[src/clkdist_defs.svh]
/*
 * offsets, reset values and limits of the clock distribution block.
 * assumes byte addresses on the register port; included by bare name.
 */
`ifndef CLKDIST_DEFS_SVH
`define CLKDIST_DEFS_SVH
// ----------------------------------------
// register offsets
// ----------------------------------------
`define PAIR_CFG_BASE  8'h00
`define PAIR_SDLY_BASE 8'h20
`define SYSREF_CFG     8'h40
`define DYN_DLY        8'h44
`define MISC_CFG       8'h48
`define STATUS         8'h4C
// ----------------------------------------
// limits and reset values
// ----------------------------------------
`define DCLK_DIV_MIN   10'h001
`define DCLK_DIV_RST   10'h004
`define SREF_DIV_MIN   13'h0008
`define SREF_DIV_RST   13'h0080
`define DDLY_MIN       10'h008
`define LSDLY_MIN      4'h1
`define LSDLY_MAX      4'hA
`define DCLK_SIX       3'h3
`define DCLK_EIGHT     3'h4
`endif

[src/clkdist_pkg.sv]
/*
 * types shared by the clock distribution block.
 * assumes clkdist_defs.svh for all numeric constants.
 */
package clkdist_pkg;
    typedef enum logic [1:0] {fmt_off, fmt_cml, fmt_lvds, fmt_pecl} fmt_t;
    typedef struct packed {
        logic       sync_dis;
        logic       ddly_half;
        logic [9:0] ddly;
        fmt_t       fmt_odd;
        fmt_t       fmt_even;
        logic       sysref_on;
        logic       swap;
        logic       bypass;
        logic       dcc;
        logic [9:0] div;
    } pair_cfg_t;
    typedef struct packed {
        logic       half;
        logic [3:0] dly;
    } pair_sdly_t;
    typedef enum logic [1:0] {sync_idle, sync_hold, sync_delay} sync_st_t;
endpackage : clkdist_pkg

[src/clock_distribution_divider_delay.sv]
/*
 * clock distribution stage: seven paired device clock dividers, shared sysref
 * divider, fixed and dynamic digital delay, sync alignment, output, feedback
 * and status selection. assumes mclk stands for the distribution path clock and
 * a register master that never overlaps strobes.
 */
`timescale 1ns/1ps
`include "clkdist_defs.svh"
module clock_distribution_divider_delay #(
    parameter int PAIRS = 7
) (
    // clock and reset
    input  wire logic                mclk,
    input  wire logic                nrst,
    // register port
    input  wire logic [7:0]          addr,
    input  wire logic [31:0]         wdata,
    input  wire logic                wr,
    input  wire logic                rd,
    output logic      [31:0]         rdata,
    // sync and reference side
    input  wire logic                sync_path,
    input  wire logic                second_loop_oscillator_input,
    input  wire logic                first_loop_reference_input,
    input  wire logic                external_feedback_input,
    input  wire logic [3:0]          status_src,
    // clock outputs, even at 2p, odd at 2p+1
    output logic [2*PAIRS-1:0]       clock_output,
    output logic [2*PAIRS-1:0]       clock_output_half,
    output logic                     buffered_oscillator_output,
    // zero delay phase detector
    output logic                     pd_reference,
    output logic                     pd_feedback,
    // status pins
    output logic                     lock_status_pin_one,
    output logic                     lock_status_pin_two,
    input  wire logic                reference_select_pin_one_in,
    output logic                     reference_select_pin_one_out,
    output logic                     reference_select_pin_one_oe_n,
    output logic                     reference_select
);
    // ----------------------------------------
    // helpers
    // ----------------------------------------
    function automatic logic [9:0] clamp10(input logic [9:0] v, input logic [9:0] lo);
        clamp10 = (v < lo) ? lo : v;
    endfunction : clamp10

    function automatic logic fmt_ok(input logic bypass, input clkdist_pkg::fmt_t f);
        fmt_ok = bypass ? (f == clkdist_pkg::fmt_cml)
                        : (f != clkdist_pkg::fmt_cml && f != clkdist_pkg::fmt_off);
    endfunction : fmt_ok

    // ----------------------------------------
    // registers
    // ----------------------------------------
    clkdist_pkg::pair_cfg_t  pcfg  [PAIRS];
    clkdist_pkg::pair_sdly_t psdly [PAIRS];
    logic [9:0]  act_ddly [PAIRS];
    logic [12:0] sref_div;
    logic [12:0] sref_ddly;
    logic        sref_sync_dis;
    logic [1:0]  osc_sel;
    logic [1:0]  fb_sel;
    logic        nested;
    logic [2:0]  st1_sel;
    logic [2:0]  st2_sel;
    logic [7:0]  dyn_left;
    logic        dyn_half;
    logic [12:0] dyn_gap;
    logic [9:0]  dyn_pause;
    logic [PAIRS-1:0] half_ph;
    logic [PAIRS-1:0] bad_fmt;

    always_ff @(posedge mclk) begin
        if (!nrst) begin
            for (int p = 0; p < PAIRS; p++) begin
                pcfg[p]  <= '{div: `DCLK_DIV_RST, ddly: `DDLY_MIN,
                              fmt_even: clkdist_pkg::fmt_lvds,
                              fmt_odd: clkdist_pkg::fmt_lvds, default: '0};
                psdly[p] <= '{dly: `LSDLY_MIN, half: 1'b0};
            end
            sref_div      <= `SREF_DIV_RST;
            sref_ddly     <= `SREF_DIV_MIN;
            sref_sync_dis <= 1'b0;
            osc_sel       <= 2'h0;
            fb_sel        <= 2'h0;
            nested        <= 1'b0;
            st1_sel       <= 3'h0;
            st2_sel       <= 3'h0;
        end else if (wr) begin
            for (int p = 0; p < PAIRS; p++) begin
                if (addr == `PAIR_CFG_BASE + 8'(4 * p))
                    pcfg[p] <= clkdist_pkg::pair_cfg_t'(wdata[29:0]);
                if (addr == `PAIR_SDLY_BASE + 8'(4 * p))
                    psdly[p] <= clkdist_pkg::pair_sdly_t'(wdata[4:0]);
            end
            if (addr == `SYSREF_CFG) begin
                sref_div      <= wdata[12:0];
                sref_ddly     <= wdata[25:13];
                sref_sync_dis <= wdata[26];
            end
            if (addr == `MISC_CFG) begin
                osc_sel <= wdata[1:0];
                fb_sel  <= wdata[3:2];
                nested  <= wdata[4];
                st1_sel <= wdata[7:5];
                st2_sel <= wdata[10:8];
            end
        end
    end

    // read data in the cycle after the strobe; unmapped reads zero
    always_ff @(posedge mclk) begin
        if (!nrst) begin
            rdata <= 32'h0;
        end else begin
            rdata <= 32'h0;
            if (rd) begin
                for (int p = 0; p < PAIRS; p++) begin
                    if (addr == `PAIR_CFG_BASE + 8'(4 * p))
                        rdata <= {2'h0, pcfg[p]};
                    if (addr == `PAIR_SDLY_BASE + 8'(4 * p))
                        rdata <= {27'h0, psdly[p]};
                end
                if (addr == `SYSREF_CFG)
                    rdata <= {5'h0, sref_sync_dis, sref_ddly, sref_div};
                if (addr == `DYN_DLY)
                    rdata <= {23'h0, dyn_half, dyn_left};
                if (addr == `MISC_CFG)
                    rdata <= {21'h0, st2_sel, st1_sel, nested, fb_sel, osc_sel};
                if (addr == `STATUS)
                    rdata <= {24'h0, sync_path, bad_fmt};
            end
        end
    end

    // ----------------------------------------
    // sync sequencing
    // ----------------------------------------
    clkdist_pkg::sync_st_t sync_st;
    logic [12:0] sync_cnt;

    always_ff @(posedge mclk) begin
        if (!nrst) begin
            sync_st  <= clkdist_pkg::sync_idle;
            sync_cnt <= 13'h0;
        end else begin
            case (sync_st)
                clkdist_pkg::sync_idle: begin
                    if (sync_path)
                        sync_st <= clkdist_pkg::sync_hold;
                end
                clkdist_pkg::sync_hold: begin
                    if (!sync_path) begin
                        sync_st  <= clkdist_pkg::sync_delay;
                        sync_cnt <= 13'h0;
                    end
                end
                clkdist_pkg::sync_delay: begin
                    sync_cnt <= sync_cnt + 13'h1;
                    if (sync_cnt >= sref_ddly) begin
                        sync_st <= clkdist_pkg::sync_idle;
                    end
                end
                default: sync_st <= clkdist_pkg::sync_idle;
            endcase
        end
    end

    // ----------------------------------------
    // dynamic digital delay
    // ----------------------------------------
    always_ff @(posedge mclk) begin
        if (!nrst) begin
            dyn_left  <= 8'h0;
            dyn_half  <= 1'b0;
            dyn_gap   <= 13'h0;
            dyn_pause <= 10'h0;
            half_ph   <= '0;
        end else if (wr && addr == `DYN_DLY) begin
            // up to 255 steps per write
            dyn_left <= wdata[7:0];
            dyn_half <= wdata[8];
            dyn_gap  <= 13'h0;
            // half step on every pair that follows sync
            if (wdata[8]) begin
                for (int p = 0; p < PAIRS; p++)
                    half_ph[p] <= half_ph[p] ^ ~pcfg[p].sync_dis;
            end
        end else begin
            if (dyn_pause != 10'h0)
                dyn_pause <= dyn_pause - 10'h1;
            if (dyn_left != 8'h0 && dyn_pause == 10'h0) begin
                // sysref delay value spaces the steps
                if (dyn_gap >= sref_ddly) begin
                    dyn_gap   <= 13'h0;
                    dyn_left  <= dyn_left - 8'h1;
                    dyn_pause <= clamp10(pcfg[0].div, `DCLK_DIV_MIN);
                end else begin
                    dyn_gap <= dyn_gap + 13'h1;
                end
            end
        end
    end

    // ----------------------------------------
    // device clock dividers
    // ----------------------------------------
    logic [9:0]       dcnt [PAIRS];
    logic [9:0]       dwait [PAIRS];
    logic [PAIRS-1:0] dclk;
    logic [PAIRS-1:0] hold;

    always_ff @(posedge mclk) begin
        if (!nrst) begin
            for (int p = 0; p < PAIRS; p++) begin
                dcnt[p]     <= 10'h0;
                dwait[p]    <= 10'h0;
                act_ddly[p] <= `DDLY_MIN;
            end
            dclk <= '0;
            hold <= '0;
        end else begin
            for (int p = 0; p < PAIRS; p++) begin
                if (sync_path && !pcfg[p].sync_dis) begin
                    // held in reset while sync high
                    hold[p]     <= 1'b1;
                    dcnt[p]     <= 10'h0;
                    dwait[p]    <= 10'h0;
                    dclk[p]     <= 1'b0;
                    act_ddly[p] <= clamp10(pcfg[p].ddly, `DDLY_MIN);
                end else if (hold[p]) begin
                    if (dwait[p] + 10'h1 >= act_ddly[p]) begin
                        hold[p]  <= 1'b0;
                        dwait[p] <= 10'h0;
                    end else begin
                        dwait[p] <= dwait[p] + 10'h1;
                    end
                end else if (dyn_pause != 10'h0 && !pcfg[p].sync_dis) begin
                    dclk[p] <= dclk[p];
                end else begin
                    if (dcnt[p] + 10'h1 >= clamp10(pcfg[p].div, `DCLK_DIV_MIN))
                        dcnt[p] <= 10'h0;
                    else
                        dcnt[p] <= dcnt[p] + 10'h1;
                    if (pcfg[p].div <= `DCLK_DIV_MIN)
                        dclk[p] <= 1'b1;
                    else if (pcfg[p].dcc)
                        dclk[p] <= dcnt[p] < (pcfg[p].div >> 1);
                    else
                        dclk[p] <= dcnt[p] == 10'h0;
                end
            end
        end
    end

    // ----------------------------------------
    // sysref divider and local delay
    // ----------------------------------------
    logic [12:0] scnt;
    logic        sref;
    logic [10:0] sshift [PAIRS];
    logic [12:0] sdiv_eff;

    assign sdiv_eff = (sref_div < `SREF_DIV_MIN) ? `SREF_DIV_MIN : sref_div;

    always_ff @(posedge mclk) begin
        if (!nrst) begin
            scnt <= 13'h0;
            sref <= 1'b0;
        end else if ((sync_path && !sref_sync_dis) || sync_st != clkdist_pkg::sync_idle) begin
            scnt <= 13'h0;
            sref <= 1'b0;
        end else begin
            // 8 to 8191, plain half split
            scnt <= (scnt + 13'h1 >= sdiv_eff) ? 13'h0 : scnt + 13'h1;
            sref <= scnt < (sdiv_eff >> 1);
        end
    end

    always_ff @(posedge mclk) begin
        if (!nrst) begin
            for (int p = 0; p < PAIRS; p++)
                sshift[p] <= 11'h0;
        end else begin
            for (int p = 0; p < PAIRS; p++)
                sshift[p] <= {sshift[p][9:0], sref};
        end
    end

    // ----------------------------------------
    // output routing and format checks
    // ----------------------------------------
    always_ff @(posedge mclk) begin
        if (!nrst) begin
            clock_output      <= '0;
            clock_output_half <= '0;
            bad_fmt           <= '0;
        end else begin
            for (int p = 0; p < PAIRS; p++) begin
                logic [3:0] tap;
                logic       s;
                logic       e;
                tap = (psdly[p].dly > `LSDLY_MAX) ? `LSDLY_MAX :
                      (psdly[p].dly < `LSDLY_MIN) ? `LSDLY_MIN : psdly[p].dly;
                s   = sshift[p][tap];
                e   = pcfg[p].bypass ? 1'b1 : dclk[p];
                bad_fmt[p] <= !fmt_ok(pcfg[p].bypass, pcfg[p].fmt_even);
                if (pcfg[p].sysref_on && pcfg[p].swap) begin
                    clock_output[2*p]   <= s & fmt_ok(1'b0, pcfg[p].fmt_even);
                    clock_output[2*p+1] <= dclk[p];
                end else if (pcfg[p].sysref_on) begin
                    clock_output[2*p]   <= e & fmt_ok(pcfg[p].bypass, pcfg[p].fmt_even);
                    clock_output[2*p+1] <= s;
                end else begin
                    clock_output[2*p]   <= e & fmt_ok(pcfg[p].bypass, pcfg[p].fmt_even);
                    clock_output[2*p+1] <= dclk[p];
                end
                clock_output_half[2*p]   <= pcfg[p].sysref_on && pcfg[p].swap ?
                                            psdly[p].half : pcfg[p].ddly_half ^ half_ph[p];
                clock_output_half[2*p+1] <= pcfg[p].sysref_on && !pcfg[p].swap ?
                                            psdly[p].half : pcfg[p].ddly_half ^ half_ph[p];
            end
        end
    end

    // ----------------------------------------
    // oscillator output, feedback, status
    // ----------------------------------------
    always_ff @(posedge mclk) begin
        if (!nrst) begin
            buffered_oscillator_output    <= 1'b0;
            pd_reference                  <= 1'b0;
            pd_feedback                   <= 1'b0;
            lock_status_pin_one           <= 1'b0;
            lock_status_pin_two           <= 1'b0;
            reference_select_pin_one_out  <= 1'b0;
            reference_select_pin_one_oe_n <= 1'b1;
            reference_select              <= 1'b0;
        end else begin
            case (osc_sel)
                2'h0:    buffered_oscillator_output <= second_loop_oscillator_input;
                2'h1:    buffered_oscillator_output <= dclk[`DCLK_SIX];
                2'h2:    buffered_oscillator_output <= dclk[`DCLK_EIGHT];
                default: buffered_oscillator_output <= sref;
            endcase
            case (fb_sel)
                2'h0:    pd_feedback <= dclk[`DCLK_SIX];
                2'h1:    pd_feedback <= dclk[`DCLK_EIGHT];
                2'h2:    pd_feedback <= sref;
                default: pd_feedback <= external_feedback_input;
            endcase
            pd_reference <= nested ? first_loop_reference_input
                                   : second_loop_oscillator_input;
            lock_status_pin_one <= (st1_sel < 3'h4) ? status_src[st1_sel[1:0]]
                                 : (st1_sel == 3'h4) ? sref : 1'b0;
            lock_status_pin_two <= (st2_sel < 3'h4) ? status_src[st2_sel[1:0]]
                                 : (st2_sel == 3'h4) ? dclk[0] : 1'b0;
            // value 7 on pin two select turns pin one into an input
            reference_select_pin_one_oe_n <= (st2_sel == 3'h7);
            reference_select_pin_one_out  <= status_src[0];
            reference_select <= (st2_sel == 3'h7) ? reference_select_pin_one_in : 1'b0;
        end
    end

endmodule : clock_distribution_divider_delay

[config.mk]
export PLATFORM = sky130hd
export DESIGN_NAME = clock_distribution_divider_delay
export DESIGN_NICKNAME = d
export VERILOG_FILES = /design/src/clkdist_pkg.sv /design/src/clock_distribution_divider_delay.sv
export VERILOG_INCLUDE_DIRS = /design/src
export SDC_FILE = /design/constraint.sdc
export NUM_CORES = 1
export LEC_CHECK = 0
export ABC_AREA = 1
export BUFFER_PORTS_ARGS = -buffer_cell sky130_fd_sc_hd__buf_2
export CAP_MARGIN = 20
export CORE_MARGIN = 4
export CORE_UTILIZATION = 45
export DETAILED_ROUTE_END_ITERATION = 8
export PLACE_DENSITY = 0.64
export SETUP_SLACK_MARGIN = 0.2
export SLEW_MARGIN = 20
export SYNTH_ARGS = -nofsm -noshare
export SYNTH_HDL_FRONTEND = slang
export SYNTH_SLANG_ARGS = --single-unit
[constraint.sdc]
create_clock -name mclk -period 4.06 [get_ports mclk]
set_input_delay 0.203 -clock mclk [delete_from_list [all_inputs] [get_ports mclk]]
set_output_delay 0.203 -clock mclk [all_outputs]
set_load 0.01 [all_outputs]
After elaboration in Yosys (flattened, before gate mapping)

Memories as Yosys holds them, arrays and structs flattened.
Cells that the tools add are included.
W data, S select, Z words.

Flip-flop bits (word level): 195
Memory bits (writable): 532
Input bits: 53
Output and inout bits: 68
Logic and storage cells: 868
Memories: 6

$add $sub $neg: 19
Magnitude comparators: 72
Equality and inequality tests: 43
Multiplexer cells: 451
Bitwise operators: 121
Reductions and logical operators: 115

Memory list:

| memory   | depth | width | read ports | clocked after memory_dff | wr ports | line                                    | RTL |
|---|---|---|---|---|---|---|---|
| pcfg     | 7     | 30    | 7          | 0                        | 7        | clock_distribution_divider_delay.sv:57  | `clkdist_pkg::pair_cfg_t pcfg [PAIRS];` |
| sshift   | 7     | 11    | 7          | 0                        | 7        | clock_distribution_divider_delay.sv:263 | `logic [10:0] sshift [PAIRS];` |
| act_ddly | 7     | 10    | 7          | 0                        | 7        | clock_distribution_divider_delay.sv:59  | `logic [9:0] act_ddly [PAIRS];` |
| dcnt     | 7     | 10    | 7          | 0                        | 7        | clock_distribution_divider_delay.sv:210 | `logic [9:0] dcnt [PAIRS];` |
| dwait    | 7     | 10    | 7          | 0                        | 7        | clock_distribution_divider_delay.sv:211 | `logic [9:0] dwait [PAIRS];` |
| psdly    | 7     | 5     | 7          | 0                        | 7        | clock_distribution_divider_delay.sv:58  | `clkdist_pkg::pair_sdly_t psdly [PAIRS];` |

Operator list:

| cell                    | count |
|---|---|
| $mux W10                | 66 |
| $mux W30                | 20 |
| $mux W1                 | 296 |
| $add A10 B1 Y10 const B | 14 |
| $ge A10 B10 Y1          | 14 |
| $mux W11                | 9 |
| $logic_not A10 Y1       | 8 |
| $le A10 B1 Y1 const B   | 7 |
| $lt A10 B1 Y1 const B   | 7 |
| $lt A10 B4 Y1 const B   | 7 |
| $lt A10 B9 Y1           | 7 |
| $or A1 B1 Y1            | 70 |
| $eq A8 B6 Y1 const B    | 7 |
| $mux W4                 | 14 |
| $mux W27                | 2 |
| $add A13 B1 Y13 const B | 3 |
| $ge A13 B13 Y1          | 3 |
| $mux W13                | 3 |
| $logic_and A1 B1 Y1     | 38 |
| $lt A4 B5 Y1 const B    | 7 |
| $mux W5                 | 7 |
| $mux W2                 | 17 |
| $eq A8 B7 Y1 const B    | 4 |
| $mux W8                 | 4 |
| other kinds (38)        | 187 |

Depth between registers and ports, before layout

Gate-level depths: netlist of run 1.

Word-level depth: 19
Gate-level depth with buffers: 20
Gate-level depth less buffers: 20

Worst setup path before layout of run 1

Ideal clock, no wire load.

Path kind: in2reg
Start: in addr[1]
End: mem pcfg[1][60] (netlist bit), enable pin
Setup time: 0.459 ns
Arrival time: 3.257 ns
Required time: 3.601 ns
Path slack: 0.345 ns
Stages: 6
Path buffers: 1
Cells stage by stage: nor2_2 > nand2_1 > nor2_2 > inv_1 > clkbuf_1 > o21ai_0

RTL lines:

| what            | line                                   | RTL |
|---|---|---|
| start, declared | clock_distribution_divider_delay.sv:16 | `input wire logic [7:0] addr,` |
| end, declared   | clock_distribution_divider_delay.sv:57 |  |

==> results of run 1 <==
cells in the final DEF (no fill, tap or decap), drive strengths merged, types with 6 or more instances in the layout:
cell,n
dfxtp,204
buf,166
a221oi,31
a211oi,13
nor2,712
nor4,35
clkbuf,97
nand3b,12
o31ai,8
a311oi,7
o211ai,40
bufinv,7
a22o,6
inv,811
or2,18
dlygate4sd3,36
o21a,9
xor2,81
o22ai,21
and3,8
nand4,81
o2111ai,25
xnor2,19
nor3,71
nor3b,6
a21oi,260
o21ai,213
clkinv,37
a31oi,20
a21boi,9
nand2,653
nand3,110
edfxtp,455
ha,273
power breakdown:
group / switching [mW] / total (mW) / internal, mW / leakage, nW
clock network: 2.85 / 6.96 / 4.11 / 1.24
registers: 0.459 / 8.18 / 7.72 / 6.30
logic: 1.89 / 2.86 / 0.978 / 11.2
total: 5.20 / 18.0 / 12.8 / 18.7
cell families (layout without fill, tap and decap cells):
family | after synthesis | after routing | share of synthesized area
simple gates | 1712 | 1712 | 0.198
buf+inv | 897 | 1157 | 0.0926
compound gates | 689 | 689 | 0.111
flops | 659 | 659 | 0.481
fa+ha+maj | 273 | 273 | 0.0926
xor+xnor | 100 | 100 | 0.0238
other cells | 1 | 2 | 0.000102
mux | 1 | 1 | 0.000271
what timing repair did:
action / 4_1_cts / 5_1_grt
endpoints found under the hold margin: 51 / 0
setup endpoints to repair: 0 / 0
hold buffers: 36 / 0
sequential cells by signal (all words and copies together) (netlist names), 13 cells and up:
register / flops
sref_ddly: 13
scnt: 13
pcfg: 210
clock_output_half: 14
rdata: 30
dcnt: 70
act_ddly: 70
dwait: 70
clock_output: 14
dyn_gap: 13
sync_cnt: 13
psdly: 35
sref_div: 13
path summary, 6_finish.rpt:
kind / slack (ps) / cells past startpoint / end / startpoint
worst max-delay path: 700 / 17 / dcnt[5][4] / dcnt[5][0]
worst min-delay path: 30 / 3 / buffered_oscillator_output / second_loop_oscillator_input
worst max register to register: 700 / 17 / dcnt[5][4] / dcnt[5][0]
worst min register to register: 430 / 2 / sshift[0][71] / sshift[0][70]
routing by layer:
metal / vias up / wire length, um / GRT usage
li1: 14800 / - / -
met1: 14300 / 46600 / 0.348
met2: 1424 / 48900 / 0.402
met3: 253 / 10800 / 0.0461
met4: 0 / 4990 / 0.108
met5: - / 0 / 0
final cells by class:
| class | instances | area (um^2) |
|---|---|---|
| clock buffers | 97 | 2100 |
| fillers | 7493 | 39000 |
| flip-flops and latches | 659 | 17700 |
| repair buffers | 202 | 1420 |
| clock inverters | 41 | 415 |
| inverters | 817 | 3070 |
| multi-input cells | 2777 | 15700 |
| well taps | 1060 | 1330 |
worst max-delay path, delay by kind of cell, from the launching register on:
| family | cells | cell delay [ps] |
|---|---|---|
| simple gates | 10 | 1530 |
| fa+ha+maj | 2 | 510 |
| flops | 1 | 400 |
| compound gates | 2 | 370 |
| xor+xnor | 1 | 190 |
| buf+inv | 2 | 180 |
metrics by stage:
step / setup slack, ps / instances / power, mW / util / hold WS [ps]
floorplan: 345 / 4333 / 10.1 / - / 301
global placement: 822 / 5479 / 11.0 / 0.482 / 409
detailed placement: 760 / 5479 / 11.1 / 0.482 / 418
CTS: 754 / 5653 / 18.1 / 0.517 / 0.307
global route: 369 / 5653 / 18.9 / 0.517 / 67.3
finish: 702 / 5653 / 18.0 / 0.517 / 25.6
==> metrics.txt, run 1 <==
# setup viols final 0; via density per instance 5.44; ys flop type edfxtp_1; ant diodes 0; max-slew violations 0; sequential share of the synthesized area 0.481; achievable clock frequency 298 MHz; Slew @ Worst Pin 1220 ps; Max Cap Viol 0; CTS Root Cell clkbuf_16; starting density of the core 0.456; status complete, no violations; H-tree depth 3; Min Clock Period, post-route 3360 ps; I/O Buffers 116; RSZ-0062 raised after global routing no; cell count after synthesis 4332; Placed Area 38900 um^2; Worst Setup Start Kind flip-flop; most used cell, CP nand2_1; routed vias 30800; critical path type reg2reg; CP Capture Type flip-flop; Boundary Pins 121; Final Cell Area 41800 um^2; Chip Height 294 um; Post-CTS Resized 0; largest net degree at the start of global routing 75; # clock sinks 659; Clock Latency Late Sink 620 ps; post-synthesis cell area 36900 um^2; DR WL/cell 19.7 um; final WL 111 mm; VDD IR max 0.000279 V; first-pass GRT wire length 170 mm; EDFF count, synth 455; HPWL after DPL 84.2 mm; initial antenna violation count 4; critical path's slowest cell edfxtp_1; critical-path cell list ha_1 -> nand2_1 -> inv_1 -> nand2_1 -> nor2_1 -> and3_1 -> nand2_1 -> xor2_1 -> inv_1 -> ha_1 -> nand2_1 -> nor2_1 -> o211ai_1 -> nand3_1 -> a311oi_2 -> nand4_2 -> nor3_2; WP data arrival 3810 ps; GRT overflow 0; Rows 104; Max Clock Skew 20.1 ps; Num CTS Buffers 74; DRC errors left 0; GRT Total Usage 0.255; core area 80800 um^2; #FFs+latches synth 659; die width 294 um; full die area 86600 um^2; top-count cell post-synth inv_1; maximum fanout along the worst path 10; share of cells above drive strength 1 0.0806; Slew Limit Headroom 0.183; Initial DRT Pass Iterations 7; Synth-to-Final Area Change 13.4%; Leakage 18.7 nW; share of the synthesized area in the top cell type 0.371; period utilization 0.827; CP peak stage delay 400 ps; Min-Delay Path Class in2reg; syn avg cell area 8.51 um^2; Critical Path RT 4510 ps; setup_tns 0 ps; library cells used by synthesis 67; CTS max path bufs 3; via count of the first global-routing pass 29300; Pwr Density 431 nW/um^2; Yosys warning count 0; top post-synthesis cells by area edfxtp_1 (37%), dfxtp_1 (11%), ha_1 (9.3%); drt initial violations 3174; Post-CTS Setup Inserts 0; final net count 4857; async set-or-reset flop fraction in the synthesized netlist 0; Post-DRT Antenna Nets 0; clock slew at reported path FFs 60 ps; top cell type by total area after synthesis edfxtp_1; GP Congestion 0.949; Post-synth top cells inv_1 (791), nor2_1 (696), nand2_1 (649), edfxtp_1 (455), ha_1 (273); Fin. Hold Viols 0; CTS tree done
No activity file was read; power rests on OpenSTA's default activity.
==> run 2, diff against run 1 <==
--- a/config.mk
+++ b/config.mk
@@ -6,7 +6,7 @@
 export SDC_FILE = /design/constraint.sdc
 export NUM_CORES = 1
 export LEC_CHECK = 0
-export ABC_AREA = 1
+export ABC_AREA = 0
 export BUFFER_PORTS_ARGS = -buffer_cell sky130_fd_sc_hd__buf_2
 export CAP_MARGIN = 20
 export CORE_MARGIN = 4
==> constraint.sdc (replaced) <==
create_clock -name mclk -period 3.2 [get_ports mclk]
set_input_delay 0.16 -clock mclk [delete_from_list [all_inputs] [get_ports mclk]]
set_output_delay 0.16 -clock mclk [all_outputs]
set_load 0.01 [all_outputs]
==> metrics.txt, run 2 <==
Fill cells 7095 (-5.3%); top post-synthesis cells by area edfxtp_1 (38%), dfxtp_1 (11%), ha_1 (9.5%); library cells used by synthesis 83 (+24%); GRT Total Usage 0.255 (about the same); Slew @ Worst Pin 895 ps (-326 ps); Slew Limit Headroom 0.401 (+0.218); achievable clock frequency 354 MHz (+19%); maximum fanout along the worst path 6 (-4); Min Clock Period, post-route 2830 ps (-529 ps); Boundary Pins 121 (unchanged); Rows 103 (-0.96%); EDFF count, synth 455 (unchanged); H-tree depth 3 (unchanged); final core utilization 0.523 (+0.00614); #FFs+latches synth 659 (unchanged); critical path's slowest cell edfxtp_1; max-slew violations 0 (unchanged); largest net degree at the start of global routing 51 (-32%); GP Congestion 1.02 (+7.1%); full die area 84700 um^2 (-2.2%); core area 79100 um^2 (-2.1%); CTS tree done; critical path depth 6 (-11); Yosys warning count 0 (unchanged); WP data arrival 3310 ps (-500 ps); Min-Delay Path Class in2reg; GRT overflow 0 (unchanged); VDD IR max 0.000404 V (+45%); period utilization 0.884 (+0.0569); Post-DRT Antenna Nets 0 (unchanged); Fin. Hold Viols 0 (unchanged); FF-to-FF path depth 6 (-11); I/O Buffers 116 (unchanged); HPWL after DPL 82.9 mm (-1.5%); max FFs per register 210 (unchanged); post-synthesis cell area 36000 um^2 (-2.2%); Max Cap Viol 0 (unchanged); top-count cell post-synth edfxtp_1; initial antenna violation count 4 (unchanged); critical-path cell list a21oi_2 -> mux2i_1 -> mux4_2 -> o21ai_1 -> nor2_1 -> nor3_1; RSZ-0062 raised after global routing no; clock slew at reported path FFs 70 ps (about the same); Worst Setup Start Kind flip-flop; Hold Path Depth 3 (unchanged); CTS max path bufs 3 (unchanged); share of the synthesized area in the top cell type 0.379 (+0.00846); # clock sinks 659 (unchanged); sequential share of the synthesized area 0.492 (+0.0110); share of cells above drive strength 1 0.113 (+0.0320); DR WL/cell 22.6 um (+15%); cell count after synthesis 3557 (-18%); via count of the first global-routing pass 27300 (-6.7%); Synth-to-Final Area Change 14.9%; most common cell after layout, fill and taps aside edfxtp_1; Post-synth top cells edfxtp_1 (455), nor2_1 (386), inv_1 (312), ha_1 (273), nand2_1 (259); CP Capture Type flip-flop; DRC errors left 0 (unchanged); CP peak stage delay 530 ps (+130 ps); routed vias 28500 (-7.5%); Chip Height 291 um (-1.1%); Most flops, register pcfg; Critical Path RT 3680 ps (-830 ps); commonest cells after routing, fill and taps aside edfxtp_1 (455), nor2_1 (384), inv_1 (312); CTS Root Cell clkbuf_16; Crit path max-delay family compound AO/OA/AOI/OAI gates; critical path type reg2reg; Max Clock Skew 33.0 ps (+12.9 ps); die width 291 um (-1.1%); via density per instance 5.80 (+6.6%); final hold slack 53.5 ps (+27.8 ps); Placed Area 38400 um^2 (-1.3%); Power Total 22.8 mW (+27%); Clock Latency Late Sink 650 ps (+30 ps); Pwr Density 551 nW/um^2 (+28%); drt initial violations 3843 (+21%); Num CTS Buffers 74 (unchanged); final WL 111 mm (-0.45%); top cell type by total area after synthesis edfxtp_1; async set-or-reset flop fraction in the synthesized netlist 0 (unchanged); syn avg cell area 10.1 um^2 (+19%); Worst Path Buf+Inv 0 (-2); Initial DRT Pass Iterations 9 (+2); Final Cell Area 41400 um^2 (-0.92%); starting density of the core 0.456 (-0.000722); final net count 4121 (-15%); Leakage 16.8 nW (-10%); first-pass GRT wire length 167 mm (-1.5%); setup_tns 0 ps (unchanged); status complete, no violations; # setup viols final 0 (unchanged); ys flop type edfxtp_1
==> run 2: layer usage <==
layer | vias to the layer above | track usage | share of wire
met5 | - | 0 | 0.00012
met4 | 2 | 0.0947 | 0.042
met3 | 236 | 0.0583 | 0.10
met2 | 1333 | 0.377 | 0.42
met1 | 13600 | 0.366 | 0.43
li1 | 13200 | - | -
==> run 2: cell families after synthesis <==
family / share of synthesized area
simple gates: 0.190
fa+ha+maj: 0.0967
flops: 0.492
buf+inv: 0.0464
other cells: 0.000104
mux: 0.0255
xor+xnor: 0.0367
compound gates: 0.112
==> run 2: per-stage QoR <==
step	std cells	setup slack [ps]
after detailed placement	4725	126
after global routing	4907	213
after floorplan	3558	539
after global placement	4725	250
after CTS	4900	269
final	4908	371
==> run 2: final timing paths <==
kind                      from               end  slack [ps]
setup / recovery  psdly[0][33]  clock_output[12]         370
hold / removal              wr      psdly[0][20]          50
setup reg to reg  psdly[0][33]  clock_output[12]         370
hold reg to reg    sref_div[4]       sref_div[4]         470
==> run 2: timing repair <==
item | 4_1_cts | 5_1_grt
setup endpoints to repair | 13 | 100
pin swaps | 1 | 0
hold endpoints to repair | 64 | 0
hold buffers | 35 | 0
resized for setup | 0 | 17
buffers inserted | 2 | 7
==> run 2: cell type report <==
| type | count | area (um^2) | share of cell area |
|---|---|---|---|
| sequential | 659 | 17700 | 0.429 |
| multi-input combinational | 2476 | 16700 | 0.404 |
| clock buffer | 93 | 2040 | 0.0492 |
| timing repair buffer | 268 | 1910 | 0.0462 |
| tap | 1050 | 1310 | 0.0317 |
| inverter | 316 | 1190 | 0.0287 |
| clock inverter | 45 | 490 | 0.0118 |
| antenna | 1 | 2.50 | 0.0000604 |
==> run 2: worst reg2reg max path, delay by kind of cell (launching register included) <==
| family | cells | cell delay (ps) |
|---|---|---|
| AO/OA/AOI/OAI | 2 | 890 |
| flip-flops | 1 | 530 |
| multiplexers | 2 | 590 |
| AND/OR/NAND/NOR | 2 | 640 |
==> run 2: report_power, final <==
group	leakage, nW	switching (mW)	internal (mW)
logic	9.34	2.06	1.42
registers	6.29	0.750	9.82
clock network	1.21	3.77	5.02
